===== src/cedr_pkg.sv =====
//==========================================================
package cedr_pkg;

	//==========================================================
	// register offsets
	localparam logic [7:0] OFS_SD1_CTRL  = 8'h04;
	localparam logic [7:0] OFS_SD1_VCODE = 8'h07;
	localparam logic [7:0] OFS_SU_CTRL   = 8'h08;
	localparam logic [7:0] OFS_SD0_DELAY = 8'h09;
	localparam logic [7:0] OFS_SD1_DELAY = 8'h0a;
	localparam logic [7:0] OFS_SU_DELAY  = 8'h0b;

	//==========================================================
	// reset values
	localparam logic [7:0] RST_SD1_CTRL  = 8'h08;
	localparam logic [7:0] RST_SD1_VCODE = 8'h00;
	localparam logic [7:0] RST_SU_CTRL   = 8'h08;
	localparam logic [7:0] RST_DELAY     = 8'h00;

	//==========================================================
	// field positions (control registers share the on, gate and discharge bits; the vset field is step-up only)
	localparam int BIT_ON        = 0;
	localparam int GATE_LSB      = 1;
	localparam int GATE_MSB      = 2;
	localparam int BIT_DISCHARGE = 3;
	localparam int SU_VSET_LSB   = 6;
	localparam int SU_VSET_MSB   = 7;
	localparam int ON_DLY_LSB    = 0;
	localparam int ON_DLY_MSB    = 3;
	localparam int OFF_DLY_LSB   = 4;
	localparam int OFF_DLY_MSB   = 7;

	//==========================================================
	// voltage code table, millivolts
	localparam logic [7:0]  VC_LOW_FIRST = 8'h14;
	localparam logic [7:0]  VC_MID_FIRST = 8'h18;
	localparam logic [7:0]  VC_HI_FIRST  = 8'h9e;
	localparam logic [12:0] MV_LOW_BASE  = 13'd700;
	localparam logic [12:0] MV_MID_BASE  = 13'd735;
	localparam logic [12:0] MV_HI_BASE   = 13'd1420;
	localparam logic [12:0] MV_LOW_STEP  = 13'd10;
	localparam logic [12:0] MV_MID_STEP  = 13'd5;
	localparam logic [12:0] MV_HI_STEP   = 13'd20;
	localparam logic [12:0] MV_SU_BASE   = 13'd4900;
	localparam logic [12:0] MV_SU_STEP   = 13'd100;

	//==========================================================
	// timing
	localparam int CLK_MHZ       = 200;
	localparam int DLY_STEP_US   = 500;
	localparam int DLY_STEP_CYC  = DLY_STEP_US * CLK_MHZ;

	typedef enum logic [1:0]
	{
		CEDR_GATE_NONE,
		CEDR_GATE_IN1,
		CEDR_GATE_IN2,
		CEDR_GATE_IN3
	} cedr_gate_type;

endpackage : cedr_pkg


===== src/cedr_regs.sv =====
`timescale 1ns/10ps
module cedr_regs
	import cedr_pkg::*;
#(
	parameter int STEP_CYC = DLY_STEP_CYC
)
(
	input  wire logic        CLK,
	input  wire logic        RST_N,
	input  wire logic        CE,
	input  wire logic [7:0]  REG_ADDR,
	input  wire logic        REG_WR,
	input  wire logic        REG_RD,
	input  wire logic [7:0]  REG_WDATA,
	output logic      [7:0]  REG_RDATA,
	input  wire logic        OTP_LOAD,
	input  wire logic [7:0]  OTP_SD1_VCODE,
	input  wire logic        EXT_ON_INPUT_1,
	input  wire logic        EXT_ON_INPUT_2,
	input  wire logic        EXT_ON_INPUT_3,
	input  wire logic        STEPDOWN0_CTRL,
	input  wire logic        DELAY_SCALE,
	output logic             STEPDOWN0_ON,
	output logic             STEPDOWN1_ON,
	output logic             STEPUP_ON,
	output logic             STEPDOWN1_DISCHARGE,
	output logic             STEPUP_DISCHARGE,
	output logic      [12:0] STEPDOWN1_TARGET_MV,
	output logic             STEPDOWN1_CODE_RESERVED,
	output logic      [12:0] STEPUP_TARGET_MV
);

	//==========================================================
	// decode helpers
	function automatic logic gated_on(input logic on_bit, input logic [1:0] sel,
		input logic in1, input logic in2, input logic in3);
		logic pin;
		unique case (cedr_gate_type'(sel))
			CEDR_GATE_NONE: pin = 1'b1;
			CEDR_GATE_IN1:  pin = in1;
			CEDR_GATE_IN2:  pin = in2;
			CEDR_GATE_IN3:  pin = in3;
		endcase
		return on_bit & pin;
	endfunction : gated_on

	function automatic logic [12:0] code_to_mv(input logic [7:0] code);
		logic [12:0] mv;
		mv = 13'd0;
		if (code >= VC_HI_FIRST)
			mv = MV_HI_BASE + MV_HI_STEP * 13'(code - VC_HI_FIRST);
		else if (code >= VC_MID_FIRST)
			mv = MV_MID_BASE + MV_MID_STEP * 13'(code - VC_MID_FIRST);
		else if (code >= VC_LOW_FIRST)
			mv = MV_LOW_BASE + MV_LOW_STEP * 13'(code - VC_LOW_FIRST);
		return mv;
	endfunction : code_to_mv

	//==========================================================
	// register storage
	logic [7:0] sd1_ctrl_ff;
	logic [7:0] sd1_vcode_ff;
	logic [7:0] su_ctrl_ff;
	logic [7:0] delay_ff [3];
	logic [7:0] rdata_ff;

	wire        wr_sd1_ctrl  = REG_WR && REG_ADDR == OFS_SD1_CTRL;
	wire        wr_sd1_vcode = REG_WR && REG_ADDR == OFS_SD1_VCODE;
	wire        wr_su_ctrl   = REG_WR && REG_ADDR == OFS_SU_CTRL;

	// otp load takes priority over a software write landing in the same cycle
	always_ff @(posedge CLK or negedge RST_N)
	begin
		if (!RST_N)
		begin
			sd1_ctrl_ff  <= RST_SD1_CTRL;
			sd1_vcode_ff <= RST_SD1_VCODE;
			su_ctrl_ff   <= RST_SU_CTRL;
		end
		else if (CE)
		begin
			if (wr_sd1_ctrl)
				sd1_ctrl_ff <= REG_WDATA;
			if (OTP_LOAD)
				sd1_vcode_ff <= OTP_SD1_VCODE;
			else if (wr_sd1_vcode)
				sd1_vcode_ff <= REG_WDATA;
			if (wr_su_ctrl)
				su_ctrl_ff <= REG_WDATA;
		end
	end

	//==========================================================
	// delay registers and timers, index 0 step-down 0, 1 step-down 1, 2 step-up
	logic [2:0] ctrl_sig;
	logic [2:0] conv_on;

	assign ctrl_sig[0] = STEPDOWN0_CTRL;
	assign ctrl_sig[1] = gated_on(sd1_ctrl_ff[BIT_ON], sd1_ctrl_ff[GATE_MSB:GATE_LSB],
		EXT_ON_INPUT_1, EXT_ON_INPUT_2, EXT_ON_INPUT_3);
	assign ctrl_sig[2] = gated_on(su_ctrl_ff[BIT_ON], su_ctrl_ff[GATE_MSB:GATE_LSB],
		EXT_ON_INPUT_1, EXT_ON_INPUT_2, EXT_ON_INPUT_3);

	genvar gi;
	generate
		for (gi = 0; gi < 3; gi++)
		begin : g_conv
			wire wr_delay = REG_WR && REG_ADDR == OFS_SD0_DELAY + 8'(gi);

			always_ff @(posedge CLK or negedge RST_N)
			begin
				if (!RST_N)
					delay_ff[gi] <= RST_DELAY;
				else if (CE && wr_delay)
					delay_ff[gi] <= REG_WDATA;
			end

			cedr_seq_timer #(
				.STEP_CYC (STEP_CYC)
			) u_timer (
				.clk       (CLK),
				.rst_n     (RST_N),
				.ce        (CE),
				.ctrl      (ctrl_sig[gi]),
				.on_delay  (delay_ff[gi][ON_DLY_MSB:ON_DLY_LSB]),
				.off_delay (delay_ff[gi][OFF_DLY_MSB:OFF_DLY_LSB]),
				.scale     (DELAY_SCALE),
				.state     (conv_on[gi])
			);
		end
	endgenerate

	//==========================================================
	// read port, one cycle latency; unmapped offsets read zero
	logic [7:0] rd_mux;

	always_comb
	begin
		unique case (REG_ADDR)
			OFS_SD1_CTRL:  rd_mux = sd1_ctrl_ff;
			OFS_SD1_VCODE: rd_mux = sd1_vcode_ff;
			OFS_SU_CTRL:   rd_mux = su_ctrl_ff;
			OFS_SD0_DELAY: rd_mux = delay_ff[0];
			OFS_SD1_DELAY: rd_mux = delay_ff[1];
			OFS_SU_DELAY:  rd_mux = delay_ff[2];
			default:       rd_mux = 8'h00;
		endcase
	end

	always_ff @(posedge CLK or negedge RST_N)
	begin
		if (!RST_N)
			rdata_ff <= 8'h00;
		else if (CE && REG_RD)
			rdata_ff <= rd_mux;
	end

	//==========================================================
	// outputs
	logic        sd1_dis_ff;
	logic        su_dis_ff;
	logic [12:0] sd1_mv_ff;
	logic        sd1_rsv_ff;
	logic [12:0] su_mv_ff;

	// reserved codes give 0 mv and a flag; the converter must not be asked for them
	always_ff @(posedge CLK or negedge RST_N)
	begin
		if (!RST_N)
		begin
			sd1_dis_ff <= 1'b0;
			su_dis_ff  <= 1'b0;
			sd1_mv_ff  <= 13'h0000;
			sd1_rsv_ff <= 1'b1;
			su_mv_ff   <= MV_SU_BASE;
		end
		else if (CE)
		begin
			sd1_dis_ff <= sd1_ctrl_ff[BIT_DISCHARGE] & ~conv_on[1];
			su_dis_ff  <= su_ctrl_ff[BIT_DISCHARGE] & ~conv_on[2];
			sd1_mv_ff  <= code_to_mv(sd1_vcode_ff);
			sd1_rsv_ff <= sd1_vcode_ff < VC_LOW_FIRST;
			su_mv_ff   <= MV_SU_BASE + MV_SU_STEP * 13'(su_ctrl_ff[SU_VSET_MSB:SU_VSET_LSB]);
		end
	end

	assign REG_RDATA               = rdata_ff;
	assign STEPDOWN0_ON            = conv_on[0];
	assign STEPDOWN1_ON            = conv_on[1];
	assign STEPUP_ON               = conv_on[2];
	assign STEPDOWN1_DISCHARGE     = sd1_dis_ff;
	assign STEPUP_DISCHARGE        = su_dis_ff;
	assign STEPDOWN1_TARGET_MV     = sd1_mv_ff;
	assign STEPDOWN1_CODE_RESERVED = sd1_rsv_ff;
	assign STEPUP_TARGET_MV        = su_mv_ff;

endmodule : cedr_regs


===== src/cedr_seq_timer.sv =====
`timescale 1ns/10ps
module cedr_seq_timer
	import cedr_pkg::*;
#(
	parameter int STEP_CYC = DLY_STEP_CYC
)
(
	input  wire logic       clk,
	input  wire logic       rst_n,
	input  wire logic       ce,
	input  wire logic       ctrl,
	input  wire logic [3:0] on_delay,
	input  wire logic [3:0] off_delay,
	input  wire logic       scale,
	output logic            state
);

	localparam int PW = $clog2(2 * STEP_CYC + 1);

	logic          ctrl_ff;
	logic          state_ff;
	logic          pend_ff;
	logic [3:0]    steps_ff;
	logic [PW-1:0] pre_ff;

	wire           edge_seen = ctrl != ctrl_ff;
	wire  [PW-1:0] step_last = scale ? PW'(2 * STEP_CYC - 1) : PW'(STEP_CYC - 1);
	wire           step_done = pre_ff == step_last;
	wire  [3:0]    load_val  = ctrl ? on_delay : off_delay;

	assign state = state_ff;

	// an opposite edge mid-count reloads; the output only follows once the count runs out
	always_ff @(posedge clk or negedge rst_n)
	begin
		if (!rst_n)
		begin
			ctrl_ff  <= 1'b0;
			state_ff <= 1'b0;
			pend_ff  <= 1'b0;
			steps_ff <= 4'h0;
			pre_ff   <= '0;
		end
		else if (ce)
		begin
			ctrl_ff <= ctrl;
			if (edge_seen)
			begin
				pend_ff  <= 1'b1;
				steps_ff <= load_val;
				pre_ff   <= '0;
			end
			else if (pend_ff)
			begin
				if (steps_ff == 4'h0)
				begin
					state_ff <= ctrl_ff;
					pend_ff  <= 1'b0;
				end
				else if (step_done)
				begin
					pre_ff   <= '0;
					steps_ff <= steps_ff - 4'h1;
				end
				else
				begin
					pre_ff <= pre_ff + PW'(1);
				end
			end
		end
	end

endmodule : cedr_seq_timer


===== config.mk =====
export PLATFORM = sky130hd
export DESIGN_NAME = cedr_regs
export DESIGN_NICKNAME = d
export VERILOG_FILES = /design/src/cedr_pkg.sv /design/src/cedr_regs.sv /design/src/cedr_seq_timer.sv
export SDC_FILE = /design/constraint.sdc
export NUM_CORES = 1
export LEC_CHECK = 0
export BUFFER_PORTS_ARGS = -buffer_cell sky130_fd_sc_hd__clkbuf_2
export CORE_MARGIN = 10
export CORE_UTILIZATION = 40
export DETAILED_ROUTE_END_ITERATION = 16
export GPL_TIMING_DRIVEN = 0
export SLEW_MARGIN = 20
export SYNTH_ARGS = -nofsm -noshare
export SYNTH_HDL_FRONTEND = slang
export SYNTH_SLANG_ARGS = --single-unit

===== constraint.sdc =====
create_clock -name CLK -period 6.75 [get_ports CLK]
set_input_delay 0.3375 -clock CLK [delete_from_list [all_inputs] [get_ports CLK]]
set_output_delay 0.3375 -clock CLK [all_outputs]
set_load 0.02 [all_outputs]

Word-level counts from Yosys, hierarchy flattened
Index checks and enable logic that the tools add are counted.

storage, ports and cells
  bits of input ports = 35
  bits in registers = 160
  logic and storage cells = 157
  output and inout bits = 40

cells by class
  $mul = 4
  multiplexer cells = 45
  bitwise logic cells = 9
  $add $sub $neg = 13
  reductions and logical operators = 34
  $lt $le $gt $ge = 4
  equal/unequal tests = 21

operator list
  operator                                                               number
  18-bit two-way mux                                                     13
  4-bit two-way mux                                                      15
  18-bit by 1-bit adder with 18-bit output, second input constant        3
  18-bit == test                                                         3
  8-bit one-hot mux with 6 select lines                                  1
  13-bit two-way mux                                                     3
  8-bit by 4-bit == test with 1-bit output, second input constant        4
  10-bit by 13-bit adder with 13-bit output, first input constant        2
  4-bit AND reduction                                                    6
  8-bit by 5-bit subtractor with 9-bit output, second input constant     2
  8-bit by 3-bit == test with 1-bit output, second input constant        2
  8-bit by 5-bit >= comparator with 1-bit output, second input constant  2
  8-bit two-way mux                                                      2
  2-bit nonzero test                                                     7
  11-bit by 13-bit adder with 13-bit output, first input constant        1
  13-bit by 9-bit adder with 13-bit output, first input constant         1
  3-bit by 13-bit multiplier with 11-bit output, first input constant    1
  3-bit by 13-bit multiplier with 12-bit output, first input constant    1
  4-bit by 9-bit multiplier with 13-bit output, first input constant     1
  4-bit zero test                                                        3
  4-bit by 1-bit subtractor with 4-bit output, second input constant     3
  1-bit logical AND                                                      10
  1-bit two-way mux                                                      9
  3-bit AND reduction                                                    3
  other kinds (13)                                                       32

Logic depth before layout (Yosys ltp)
  word-level depth = 6
  mapped depth = 16
  mapped depth without buffers = 14

Modules after synthesis
Synthesis repeated with hierarchy kept, for this count alone.

second synthesis, totals
  cell total of the unflattened synthesis = 1,197
  area, all modules = 10,969.3 µm²

modules (own cells, without submodules)
  module                                   area each (µm²)  seq. area each (µm²)  cells each  times used
  cedr_regs                                6,024.5          1,933.1               622         1
  cedr_seq_timer at g_conv[0].u_timer ...  1,649.1          625.6                 198         2
  cedr_seq_timer at g_conv[2].u_timer      1,646.6          625.6                 179         1

Worst setup path after synthesis
No wires, ideal clock.

  path type = register to register
  from = reg sd1_vcode_ff[3]
  to = reg sd1_mv_ff[12] (netlist: STEPDOWN1_TARGET_MV[12])
  setup time = 0.065 ns
  setup slack = 2.983 ns
  cell stages (with the launch flop) = 17
  path buffers = 2
  required time = 6.685 ns
  arrival time = 3.701 ns
  clock period less this slack = 3.767 ns
  cell sequence = dfrtp_1 clkbuf_1 inv_1 ha_1 nor2b_1 nor2_1 xor2_1 ha_1 ha_1 clkbuf_1 a21o_1 or3_1 o211a_1 or2_2 a311o_1 o211ai_1 o22a_1

on the way
  word-level cells in the longest chain between the ends = 6
  elaborated cells on any way between the ends = 15
  classes of those cells = add/sub: 6; mul: 3; order compare: 3; mux: 3

ends and longest elaborated chain
  element                                        RTL line          source
  start: declaration                             cedr_regs.sv:62   logic [7:0] sd1_vcode_ff;
  start signal: assignment                       cedr_regs.sv:77   sd1_vcode_ff <= RST_SD1_VCODE;
  start signal: assignment                       cedr_regs.sv:85   sd1_vcode_ff <= OTP_SD1_VCODE;
  start signal: assignment                       cedr_regs.sv:87   sd1_vcode_ff <= REG_WDATA;
  8-bit by 5-bit subtractor with 9-bit output    cedr_regs.sv:55   mv = MV_LOW_BASE + MV_LOW_STEP * 13'(code - VC_LOW_FIRST);
  3-bit by 13-bit multiplier with 12-bit output  cedr_regs.sv:55
  10-bit by 13-bit adder with 13-bit output      cedr_regs.sv:55
  13-bit two-way mux                             cedr_regs.sv:54   else if (code >= VC_LOW_FIRST)
  13-bit two-way mux                             cedr_regs.sv:52   else if (code >= VC_MID_FIRST)
  13-bit two-way mux *                           cedr_regs.sv:50   if (code >= VC_HI_FIRST)
  end signal: assignment                         cedr_regs.sv:181  sd1_mv_ff <= code_to_mv(sd1_vcode_ff);
  end: declaration                               cedr_regs.sv:162  logic [12:0] sd1_mv_ff;

Mark *: on every way between the ends. The rest lies on a longest branch, timed or not.
A chain may end at the register's enable or synchronous reset.

Final worst setup path
  from = reg sd1_vcode_ff[3]
  to = reg sd1_mv_ff[11] (netlist: STEPDOWN1_TARGET_MV[11])

The elaborated chain is that of the path after synthesis.

==> results.txt <==
Status - finished, final reports clean
Slew margin rel. - 0.4147
Final setup vio count - 0
Initial antenna violation count - 0
Hold_ws - 0.2181 ns
Port Buf Inserts - 66
Clock Pin Slew Worst Setup and Hold Paths - 0.06 ns
Critical path's largest stage delay - 0.72 ns
Remaining global-route overflow - 0
HP Class - primary input to flip-flop
Vias - 8392
Initial Util - 0.4061
DR WL/cell - 17.89 um
PwrDens - 336.5 nW/um^2
CTS H-tree lvls - 4
Nets - 1296
Fillers - 2447
Post-synth ARST share - 1.000
Post-DP Area - 10980 um^2
Post-CTS Setup Inserts - 0
Yosys reg bits - 152
Total power - 3.898 mW
EDFF count, synth - 0
Largest net degree at the start of global routing - 81
Chip width - 179.7 um
Max Cap Viol - 0
Register area share after synthesis - 0.3737
Period utilisation layout - 0.7322
Syn Area/Cell - 9.269 um^2
Clock Sinks - 152
Cells after DPL - 1499
Area grow syn2layout - 13.58%
Final Cell Area - 11580 um^2
WS Path Type - flip-flop to flip-flop
Worst Skew - 0.005582 ns
Vias per cell - 5.481
Syn. warnings - 0
Peak VDD IR - 0.1542 mV
Remaining DRCs - 0
CTS tree - yes
Hold Vio Cnt, Final - 0
Post-CTS Resized - 0
Netlist cell types - 74
Initial DRC Count - 470
Tot GR Track Use - 0.1681
Gpl congestion - 0.8977
Slowest-stage cell, CP - o311ai_0
Core area - 25110 um^2
Post-synthesis cell area - 10200 um^2
Final min period - 4.942 ns
Fmax achieved - 202.3 MHz
Fin cells - 1531
Slew @ Worst Pin - 0.8558 ns
Number of I/O pins - 75
Leakage - 5.252 nW
Final setup TNS - 0 ns
Vias in the first global route - 8235
First-pass GRT wire length - 44.70 mm
Die area - 32280 um^2
CP endpoint kind - flip-flop
Type of origin of the critical path - flip-flop
Reg area - 3810 um^2
CTS max path bufs - 2
RSZ-0062 raised after global routing - false
Fin util - 0.4612
Synth Instances - 1100
Core Rows - 58
Routed WL - 27.40 mm
Die Ht - 179.7 um
Required time of the critical path - 7.05 ns
Post-route ant nets - 0
Critical Path Fanout Max - 9
CTS buffer count - 17
CP Cell Sequence - clkbuf_1 > inv_1 > ha_1 > nor2b_1 > nor2_1 > xor2_1 > ha_1 > ha_1 > clkbuf_1 > nand2b_1 > o221ai_1 > o311ai_0 > a311oi_1 > xor2_1 > a221oi_1 > o2bb2ai_1
Final WS setup - 1.808 ns
CTS Root Cell - clkbuf_16
Fraction of layout cells with a size suffix above 1 - 0.1517
Most used flip-flop cell after synthesis - dfrtp_1
Most used cell along the critical path - ha_1
Clk_lat worst skew - 0.43 ns
Worst slack, placed - 1.951 ns
Dpl hpwl - 20.72 mm
Slew Viols, Final - 0
Post-CTS Hold Buffers - 1
Initial DRT Pass Iterations - 5
Footprint of the multi-input gates - 5968 um^2
Crit path DAT - 5.24 ns
==> layer usage <==
| layer | GRT usage | part of all wire | vias up |
|---|---|---|---|
| met5 | 0 | 0 | - |
| met4 | 0.04036 | 0.012 | 0 |
| met3 | 0.04398 | 0.057 | 26 |
| met2 | 0.2690 | 0.46 | 190 |
| met1 | 0.2217 | 0.47 | 4010 |
| li1 | - | - | 4166 |
==> state kept, by name, summed over array words and instances, names as in the netlist, 3 cells and up <==
name and flops:
STEPUP_TARGET_MV 5, g_conv.u_timer.state 3, g_conv.u_timer.ctrl_ff 3, sd1_ctrl_ff 8, STEPDOWN1_TARGET_MV 13, delay_ff 24, g_conv.u_timer.pend_ff 3, g_conv.u_timer.pre_ff 54
su_ctrl_ff 8, g_conv.u_timer.steps_ff 12, REG_RDATA 8, sd1_vcode_ff 8
==> layout by cell type (no fill, tap or decap), types with 7 or more instances in the layout <==
cell type / count
dfrtp_1: 147
nor2_1: 97
nand2_1: 88
o21ai_0: 74
a21oi_1: 66
clkbuf_2: 65
ha_1: 64
inv_1: 53
mux2_2: 48
xor2_1: 42
xnor2_1: 33
clkbuf_1: 31
nand3_1: 31
nand2b_1: 21
a22oi_1: 20
and3_1: 19
nor3_1: 17
clkbuf_16: 17
or3_1: 13
mux2i_1: 13
a221oi_1: 13
o211ai_1: 12
a211oi_1: 11
a21o_1: 11
o31ai_1: 11
nor2b_1: 10
nor4_1: 10
nor4b_1: 8
fa_1: 8
buf_4: 8
or2_2: 7
nand4_1: 7
buf_2: 7
nor3b_1: 7
==> worst paths after layout <==
path | from | end | slack, ns | depth (start not counted)
worst max register to register | sd1_vcode_ff[3] | STEPDOWN1_TARGET_MV[11] | 1.81 | 16
worst min-delay path | OTP_SD1_VCODE[6] | sd1_vcode_ff[6] | 0.22 | 3
worst max-delay path | sd1_vcode_ff[3] | STEPDOWN1_TARGET_MV[11] | 1.81 | 16
max in group asynchronous | RST_N | sd1_ctrl_ff[3] | 5.40 | 3
min in group asynchronous | RST_N | g_conv[2].u_timer.pre_ff[13] | 0.52 | 2
worst min register to register | REG_RDATA[7] | REG_RDATA[7] | 0.48 | 2
==> cell families (layout without fill, tap and decap cells) <==
family          Yosys count  in the layout  synth area share
flops                   152            152            0.3737
fa+ha+maj                72             72           0.09424
buf+inv                 101            199           0.04172
xor+xnor                 76             76           0.06602
mux                      61             61           0.06577
compound gates          273            273            0.1776
simple gates            363            363            0.1803
other cells               2              5         0.0007366
==> where the power goes <==
part,total [mW],leakage [nW],switching (mW),internal [mW]
combinational,1.80,2.97,1.07,0.731
sequential,1.12,2.00,0.103,1.02
clock,0.973,0.286,0.377,0.596
total,3.90,5.25,1.55,2.35
==> synth_stat cells (11+ instances only) <==
cell type / count / share of area
a211oi_1: 11 / 0.0081
a21o_1: 11 / 0.0081
a21oi_1: 66 / 0.032
a221oi_1: 13 / 0.011
a22oi_1: 20 / 0.015
and3_1: 19 / 0.012
clkbuf_1: 28 / 0.010
dfrtp_1: 147 / 0.36
ha_1: 64 / 0.079
inv_1: 53 / 0.020
mux2_2: 48 / 0.053
mux2i_1: 13 / 0.013
nand2_1: 88 / 0.032
nand2b_1: 21 / 0.013
nand3_1: 31 / 0.015
nor2_1: 97 / 0.036
nor3_1: 17 / 0.0083
o211ai_1: 12 / 0.0088
o21ai_0: 74 / 0.036
o31ai_1: 11 / 0.0081
or3_1: 13 / 0.0080
xnor2_1: 33 / 0.028
xor2_1: 42 / 0.036
==> critical path: cells and delay by family (launching register included) <==
family | cells | cell delay (ns)
AO/OA/AOI/OAI | 5 | 1.63
XOR/XNOR | 2 | 0.46
adder cells (fa/ha/maj) | 3 | 0.82
buffers and inverters | 3 | 0.88
flip-flops | 1 | 0.43
AND/OR/NAND/NOR | 3 | 0.58
==> cell type report <==
type,count,share of cell area
Antenna cell,1,0.0002161
Timing Repair Buffer,68,0.03252
Tap cell,330,0.03565
Sequential cell,152,0.3290
Clock buffer,22,0.04008
Inverter,53,0.01718
Multi-Input combinational cell,849,0.5153
Buffer,48,0.01955
Clock inverter,8,0.01048
No activity file was read; power rests on OpenSTA's default activity.
